==> src/rtl/exec_pkg.sv <==
/*
  Shared constants, opcode and state enumerations and decode helpers for the
  skip / table-read / XOR execution block.
  Assumes a single core clock and an 8-bit data path with 16-bit program words.
*/
package exec_pkg;

  // ---------------------------------------------------------------------------
  // widths and field positions
  // ---------------------------------------------------------------------------
  localparam int DATA_W = 8;          // data memory byte
  localparam int PROG_DATA_W = 16;    // program word
  localparam int PROG_ADDR_W = 16;    // default program address width
  localparam int PTR_LOW_W = 8;       // low table pointer, also the in-page offset
  localparam int NIB_W = 4;           // nibble
  localparam int BIT_SEL_W = 3;       // bit index inside a byte
  localparam logic [DATA_W-1:0] BYTE_ZERO = 8'h00;
  localparam logic [DATA_W-1:0] PTR_STEP = 8'h01;
  localparam logic [DATA_W-1:0] PTR_RESET = 8'h00;
  localparam logic [PROG_DATA_W-DATA_W-1:0] LATCH_RESET = 8'h00;

  // ---------------------------------------------------------------------------
  // opcodes and sequencer states
  // ---------------------------------------------------------------------------
  typedef enum logic [3:0] {
    swap_nibbles_to_acc,
    skip_if_zero,
    copy_and_skip_if_zero,
    skip_if_bit_zero,
    table_read_current_page,
    table_read_last_page,
    incr_table_read,
    incr_table_read_last_page,
    xor_to_acc,
    xor_to_memory
  } op_t;

  typedef enum logic [1:0] {
    st_idle,
    st_prog_wait,
    st_prog_cap,
    st_dummy
  } state_t;

  // ---------------------------------------------------------------------------
  // decode helpers
  // ---------------------------------------------------------------------------
  function automatic logic is_table(input op_t op);
    is_table = (op == table_read_current_page) || (op == table_read_last_page) ||
               (op == incr_table_read) || (op == incr_table_read_last_page);
  endfunction : is_table

  function automatic logic is_last_page(input op_t op);
    is_last_page = (op == table_read_last_page) || (op == incr_table_read_last_page);
  endfunction : is_last_page

  function automatic logic is_pre_incr(input op_t op);
    is_pre_incr = (op == incr_table_read) || (op == incr_table_read_last_page);
  endfunction : is_pre_incr

endpackage : exec_pkg

==> src/rtl/exec_if.sv <==
/*
  Carrier between the sequencing top and its combinational operand unit.
  Assumes both ends sit in the same clock domain; no storage inside.
*/
`timescale 1ns/1ps
interface exec_if;
  import exec_pkg::*;
  op_t op;
  logic [DATA_W-1:0] acc;
  logic [DATA_W-1:0] mem;
  logic [BIT_SEL_W-1:0] bit_sel;
  logic [DATA_W-1:0] result;
  logic skip;
  logic zero;
  modport core (output op, acc, mem, bit_sel, input result, skip, zero);
  modport alu (input op, acc, mem, bit_sel, output result, skip, zero);
endinterface : exec_if

==> src/rtl/exec_alu.sv <==
/*
  Combinational operand unit: nibble swap, zero tests and XOR.
  Assumes operands are stable in the cycle an instruction is taken.
*/
`timescale 1ns/1ps
module exec_alu
  import exec_pkg::*;
(
  exec_if.alu bus // operands in, result and skip decision out
);

  // ---------------------------------------------------------------------------
  // result and skip decision
  // ---------------------------------------------------------------------------
  always_comb begin
    bus.result = bus.mem;
    bus.skip = 1'b0;
    case (bus.op)
      swap_nibbles_to_acc: bus.result = {bus.mem[NIB_W-1:0], bus.mem[DATA_W-1:NIB_W]};
      skip_if_zero: bus.skip = (bus.mem == BYTE_ZERO);
      copy_and_skip_if_zero: bus.skip = (bus.mem == BYTE_ZERO);
      skip_if_bit_zero: bus.skip = ~bus.mem[bus.bit_sel];
      xor_to_acc: bus.result = bus.acc ^ bus.mem;
      xor_to_memory: bus.result = bus.acc ^ bus.mem;
      default: bus.result = bus.mem;
    endcase
  end

  // zero test of the result of every op; only the XOR ops write it to the flag
  assign bus.zero = (bus.result == BYTE_ZERO);

endmodule : exec_alu

==> src/rtl/skip_table_xor_instr_exec.sv <==
/*
  Execution unit for nibble swap, zero skips, program-memory table reads and
  XOR, driven by the core sequencer one instruction at a time.
  Assumes the sequencer presents the addressed byte and the accumulator with
  instr_valid, and program memory answers one cycle after prog_rd.
*/
`timescale 1ns/1ps

module skip_table_xor_instr_exec
  import exec_pkg::*;
#(
  parameter int ADDR_W = PROG_ADDR_W // program address width
) (
  input wire logic clk, // core clock
  input wire logic resetn, // async reset, active low
  input wire logic instr_valid, // instruction offered
  input op_t opcode, // instruction to execute
  input wire logic [BIT_SEL_W-1:0] bit_sel, // bit index for bit test
  input wire logic [DATA_W-1:0] acc_in, // current accumulator
  input wire logic [DATA_W-1:0] mem_rdata, // addressed data byte
  input wire logic [ADDR_W-PTR_LOW_W-1:0] pc_page, // page of current program counter
  input wire logic ptr_low_we, // load low table pointer
  input wire logic ptr_high_we, // load high table pointer
  input wire logic [DATA_W-1:0] ptr_wdata, // pointer load value
  input wire logic [PROG_DATA_W-1:0] prog_data, // program word, cycle after prog_rd
  output logic busy, // instruction in progress
  output logic done, // instruction finished pulse
  output logic skip, // next instruction skipped pulse
  output logic dummy_cycle, // inserted dummy cycle pulse
  output logic [DATA_W-1:0] acc_out, // new accumulator value
  output logic acc_we, // accumulator write pulse
  output logic [DATA_W-1:0] mem_wdata, // data byte write value
  output logic mem_we, // data byte write pulse
  output logic zero_flag, // new zero flag
  output logic zero_we, // zero flag write pulse
  output logic prog_rd, // program memory read pulse
  output logic [ADDR_W-1:0] prog_addr, // program memory address
  output logic [DATA_W-1:0] table_pointer_low, // low table pointer
  output logic [DATA_W-1:0] table_pointer_high, // high table pointer
  output logic [PROG_DATA_W-DATA_W-1:0] table_high_latch // high byte of last table word
);

  // ---------------------------------------------------------------------------
  // elaboration check
  // ---------------------------------------------------------------------------
  // page bits come from an 8-bit high pointer, so at most 8 of them
  if (ADDR_W <= PTR_LOW_W || ADDR_W > PTR_LOW_W + DATA_W) begin : g_bad_addr_w
    $error("ADDR_W must lie between 9 and 16");
  end

  localparam int PAGE_W = ADDR_W - PTR_LOW_W;

  state_t state_reg;
  state_t state_next;
  logic take;
  logic [DATA_W-1:0] ptr_low_next;
  logic [PAGE_W-1:0] page_sel;
  exec_if alu_bus ();

  // ---------------------------------------------------------------------------
  // operand unit
  // ---------------------------------------------------------------------------
  assign alu_bus.op = opcode;
  assign alu_bus.acc = acc_in;
  assign alu_bus.mem = mem_rdata;
  assign alu_bus.bit_sel = bit_sel;

  exec_alu u_alu (
    .bus (alu_bus)
  );

  assign take = instr_valid && !busy;

  // ---------------------------------------------------------------------------
  // sequencing
  // ---------------------------------------------------------------------------
  // next state; a table read waits for the memory, a skip adds one cycle
  always_comb begin
    state_next = state_reg;
    case (state_reg)
      st_idle: begin
        if (take && is_table(opcode)) begin
          state_next = st_prog_wait;
        end else if (take && alu_bus.skip) begin
          state_next = st_dummy;
        end
      end
      st_prog_wait: state_next = st_prog_cap;
      st_prog_cap: state_next = st_idle;
      st_dummy: state_next = st_idle;
      default: state_next = st_idle;
    endcase
  end

  always_ff @(posedge clk or negedge resetn) begin
    if (!resetn) begin
      state_reg <= st_idle;
      busy <= 1'b0;
    end else begin
      state_reg <= state_next;
      busy <= (state_next != st_idle);
    end
  end

  // completion, skip and dummy pulses
  always_ff @(posedge clk or negedge resetn) begin
    if (!resetn) begin
      done <= 1'b0;
      skip <= 1'b0;
      dummy_cycle <= 1'b0;
    end else begin
      skip <= take && !is_table(opcode) && alu_bus.skip;
      dummy_cycle <= (state_reg == st_dummy);
      done <= (take && !is_table(opcode) && !alu_bus.skip) ||
              (state_reg == st_dummy) || (state_reg == st_prog_cap);
    end
  end

  // ---------------------------------------------------------------------------
  // accumulator, data byte and zero flag
  // ---------------------------------------------------------------------------
  // table reads and skips other than copy_and_skip_if_zero leave the accumulator and every flag alone
  always_ff @(posedge clk or negedge resetn) begin
    if (!resetn) begin
      acc_out <= BYTE_ZERO;
      acc_we <= 1'b0;
    end else begin
      acc_we <= take && ((opcode == swap_nibbles_to_acc) ||
                         (opcode == copy_and_skip_if_zero) ||
                         (opcode == xor_to_acc));
      if (take) begin
        acc_out <= alu_bus.result;
      end
    end
  end

  always_ff @(posedge clk or negedge resetn) begin
    if (!resetn) begin
      zero_flag <= 1'b0;
      zero_we <= 1'b0;
    end else begin
      zero_we <= take && ((opcode == xor_to_acc) || (opcode == xor_to_memory));
      if (take) begin
        zero_flag <= alu_bus.zero;
      end
    end
  end

  // data byte write: XOR result at once, table low byte on capture
  always_ff @(posedge clk or negedge resetn) begin
    if (!resetn) begin
      mem_wdata <= BYTE_ZERO;
      mem_we <= 1'b0;
    end else begin
      mem_we <= (take && (opcode == xor_to_memory)) || (state_reg == st_prog_cap);
      if (state_reg == st_prog_cap) begin
        mem_wdata <= prog_data[DATA_W-1:0];
      end else if (take) begin
        mem_wdata <= alu_bus.result;
      end
    end
  end

  // ---------------------------------------------------------------------------
  // table pointers and program memory read
  // ---------------------------------------------------------------------------
  // the increment wraps inside the low byte and never carries into the page
  assign ptr_low_next = (take && is_pre_incr(opcode)) ?
                        DATA_W'(table_pointer_low + PTR_STEP) : table_pointer_low;

  // page source: all ones for last page, high pointer after pre-increment
  always_comb begin
    if (is_last_page(opcode)) begin
      page_sel = '1;
    end else if (opcode == incr_table_read) begin
      page_sel = table_pointer_high[PAGE_W-1:0];
    end else begin
      page_sel = pc_page;
    end
  end

  // a low pointer load that meets a pre-increment is dropped so the read address stays coherent
  always_ff @(posedge clk or negedge resetn) begin
    if (!resetn) begin
      table_pointer_low <= PTR_RESET;
    end else if (take && is_pre_incr(opcode)) begin
      table_pointer_low <= ptr_low_next;
    end else if (ptr_low_we) begin
      table_pointer_low <= ptr_wdata;
    end
  end

  always_ff @(posedge clk or negedge resetn) begin
    if (!resetn) begin
      table_pointer_high <= PTR_RESET;
    end else if (ptr_high_we) begin
      table_pointer_high <= ptr_wdata;
    end
  end

  always_ff @(posedge clk or negedge resetn) begin
    if (!resetn) begin
      prog_rd <= 1'b0;
      prog_addr <= '0;
    end else begin
      prog_rd <= take && is_table(opcode);
      if (take && is_table(opcode)) begin
        prog_addr <= {page_sel, ptr_low_next};
      end
    end
  end

  always_ff @(posedge clk or negedge resetn) begin
    if (!resetn) begin
      table_high_latch <= LATCH_RESET;
    end else if (state_reg == st_prog_cap) begin
      table_high_latch <= prog_data[PROG_DATA_W-1:DATA_W];
    end
  end
endmodule : skip_table_xor_instr_exec
==> config.mk <==
export PLATFORM = sky130hd
export DESIGN_NAME = skip_table_xor_instr_exec
export DESIGN_NICKNAME = d
export VERILOG_FILES = /design/src/rtl/exec_pkg.sv /design/src/rtl/exec_if.sv /design/src/rtl/exec_alu.sv /design/src/rtl/skip_table_xor_instr_exec.sv
export SDC_FILE = /design/constraint.sdc
export NUM_CORES = 1
export LEC_CHECK = 0
export BUFFER_PORTS_ARGS = -buffer_cell sky130_fd_sc_hd__clkbuf_2
export CORE_MARGIN = 5
export CORE_UTILIZATION = 45
export DETAILED_ROUTE_END_ITERATION = 6
export GPL_TIMING_DRIVEN = 0
export PLACE_DENSITY = 0.77
export SLEW_MARGIN = 20
export SYNTH_ARGS = -nofsm -noshare
export SYNTH_HDL_FRONTEND = slang
export SYNTH_HIERARCHICAL = 1
export SYNTH_SLANG_ARGS = --single-unit
==> constraint.sdc <==
create_clock -name clk -period 1.35 [get_ports clk]
set_input_delay 0.27 -clock clk [delete_from_list [all_inputs] [get_ports clk]]
set_output_delay 0.27 -clock clk [all_outputs]
set_load 0.01 [all_outputs]
==> impl_metrics.tcl <==
set metrics [dict create \
    core_um2 7250 \
    cts_made_buffers 9 \
    synthMuxAreaShare 0.0791 \
    leakage_nw 2.45 \
    end_kind "register" \
    ys_warn_count 6 \
    yosysUniqueCellTypes 58 \
    min_period_over_period 1.18 \
    power_density_nw_per_um2 1240 \
    drtIter0Drc 166 \
    hold_viol_final 0 \
    areaGrowthSynthToFinish_pct 49.4 \
    remaining_drc_errors 0 \
    cts.htree.levels 3 \
    max_stage_delay_ns 0.52 \
    vias 3382 \
    antenna_found_initial 0 \
    yosysTopAreaCellShare 0.500 \
    crit_type "in -> reg" \
    rsz0062_at_grt "yes" \
    final_util 0.691 \
    finalClockSkew_ns 0.00937 \
    antenna_left 0 \
    setup_viol 12 \
    max_freq_mhz 629 \
    postRouteWirelength_um 10500 \
    largest_register "prog_addr" \
    grt_max_degree 35 \
    path_clk_slew_ns 0.08 \
    routed_via_density 5.54 \
    wl_per_cell_um 17.2 \
    die_w_um 96.3 \
    synthSimpleGateAreaFrac 0.179 \
    dieArea_um2 9280 \
    synth-edff-count 0 \
    async_flop_share 1.00 \
    io_pins 125 \
    grt-ovfl-total 0 \
    synth_seq_area_share 0.500 \
    drt_first_pass_iters 7 \
    io_buffers 123 \
    grt_pass1_vias 3232 \
    crit_path_cell_trace "buf_8 > buf_8 > or4_4 > o221ai_4 > a41oi_2 > nor4_1 > and4bb_1 > nand2_1 > nand2_1" \
    layout_setup_ws_ns -0.240 \
    synth_top_area_cell "dfrtp_1" \
    synth-xor-area-share 0.0235 \
    cts_root_buf "clkbuf_8" \
    cp.arrival_ns 1.88 \
    violations "negative setup slack" \
    maxCapViolCount 0 \
    hpwl_um 7140 \
    largest_reg_flops 16 \
    synthAdderAreaFrac 0.00373 \
    start_util 0.462 \
    yosys-top-cells-area "dfrtp_1 50%, nand2_1 6.8%, mux2_2 5.4%" \
    synth_nets 405 \
    synth-main-ff-cell "dfrtp_1" \
    critPathRequiredTime_ns 1.64 \
    routabilityCongestion 0.855 \
    status "complete, but fails checks" \
    final_cell_area_um2 5010 \
    clk_latency_ns 0.35 \
    worstMarginPinSlew_ns 0.558 \
    worst_path_max_delay_cell "or4_4" \
    worstHoldPathType "in -> reg" \
    grt_first_pass_wirelength_um 15400 \
    drive_gt1_frac 0.466 \
    nets 567 \
    rows 31 \
    clock-sinks 67 \
    synthCells 344 \
    num_antenna_cells 0 \
    crit_path_start_kind "primary input" \
    maxSlewViolCount 0 \
    tritoncts "done" \
    syn_area_um2 3350 \
    num-fill-cells 567 \
    dieHeight_um 96.3 \
    synth_area_per_cell_um2 9.75 \
    finalWorstPathRequiredPeriod_ns 1.59 \
    placed_area_um2 4150 \
    worst_slew_margin_rel 0.628 \
    path_max_fanout 3 \
    ys_ff_latch 67 \
    gr-usage-all-layers 0.217 \
    ir_drop_v 0.000971 \
    synth_compound_area_frac 0.183 \
    synth_top_family_by_area "compound AO/OA/AOI/OAI gates" \
    cts_buffer_depth 2 \
]
[final cells by class]
cell class              instances  area (µm²)  area share
flip-flops and latches         67        1680       0.336
repair buffers                152        1010       0.202
clock buffers                  11         131      0.0262
plain buffers                  15         135      0.0270
multi-input cells             252        1810       0.362
well taps                      99         124      0.0247
clock inverters                 5        77.6      0.0155
inverters                       9        33.8     0.00674
[logic make-up (layout without fill, tap and decap cells)]
logic type	Yosys count	in the layout
simple gates	123	123
compound gates	97	97
flops	67	67
buf+inv	25	192
mux	22	22
xor+xnor	9	9
fa+ha+maj	1	1
[per-layer routing]
layer / GRT usage / vias up / wire (µm)
met4: 0.0631 / 0 / 112
met1: 0.258 / 1637 / 4120
met3: 0.0782 / 13 / 1040
met5: 0 / - / 0
met2: 0.370 / 176 / 5240
li1: - / 1556 / -
[critical path: cells and delay by family]
family	cells	cell delay, ns
buffers and inverters	2	0.21
AND/OR/NAND/NOR	5	1.15
AO/OA/AOI/OAI	2	0.25
[where the power goes]
part           leakage [nW]  total [W]  internal (W)  switching (W)
clock                 0.103    0.00181       0.00104       0.000770
sequential            0.818    0.00262       0.00238       0.000247
combinational          1.53    0.00177      0.000851       0.000919
[cell usage after synthesis (all sizes together), types with 2 or more instances]
library cell  instances
a21o                 10
nand2                61
o21ai                27
or2                   3
o22ai                10
o211ai                2
nor4                  5
mux4                  2
mux2i                 4
and2                  2
a211oi                5
o31ai                 3
nor3                  3
buf                   7
nor2b                 4
xor2                  2
nor2                 20
nand2b                4
a21oi                23
nand4                 3
and3                  3
clkbuf                9
nor4b                 2
inv                   9
nand3                 4
xnor2                 7
mux2                 16
a31oi                 2
dfrtp                67
a221o                 2
[per-stage QoR]
step	setup TNS, ns	setup WS, ns	hold WS [ns]	cells	total power [W]
floorplan	-1.60	-0.326	-0.0256	344	0.00343
global placement	-41.59	-0.643	0.431	566	0.00410
detailed placement	-14.58	-0.724	0.283	567	0.00416
CTS	-1.20	-0.196	0.106	597	0.00611
global route	-2.37	-0.280	0.101	610	0.00652
finish	-1.61	-0.240	0.118	610	0.00620
[path summary, 6_finish.rpt]
check / start / slack (ns) / cells after the start / endpoint
hold / removal: prog_data[0] / 0.12 / 2 / mem_wdata[0]
hold reg to reg: state_reg[1] / 0.47 / 1 / state_reg[0]
setup / recovery: opcode[1] / -0.24 / 9 / zero_flag
max in group asynchronous: resetn / 0.35 / 3 / table_pointer_low[4]
min in group asynchronous: resetn / 0.45 / 2 / table_pointer_high[5]
setup reg to reg: table_pointer_low[0] / 0 / 5 / prog_addr[6]
[cells in the final DEF, fill, tap and decap left out, types with 10 or more instances in the layout]
cell and instances:
clkbuf_8 11, buf_4 27, o21ai_0 18, nor2_1 14
dfrtp_1 63, mux2_2 16, a21o_1 10, clkbuf_2 110
a21oi_1 22, nand2_1 58
[what timing repair did]
action,CTS,global route
buffers inserted,14,12
hold buffers,1,0
hold endpoints to repair,33,0
cloned,0,1
resized for setup,59,49
endpoints found under the setup margin,49,43
pin swaps,18,32
(Power assumes the default switching activity.)
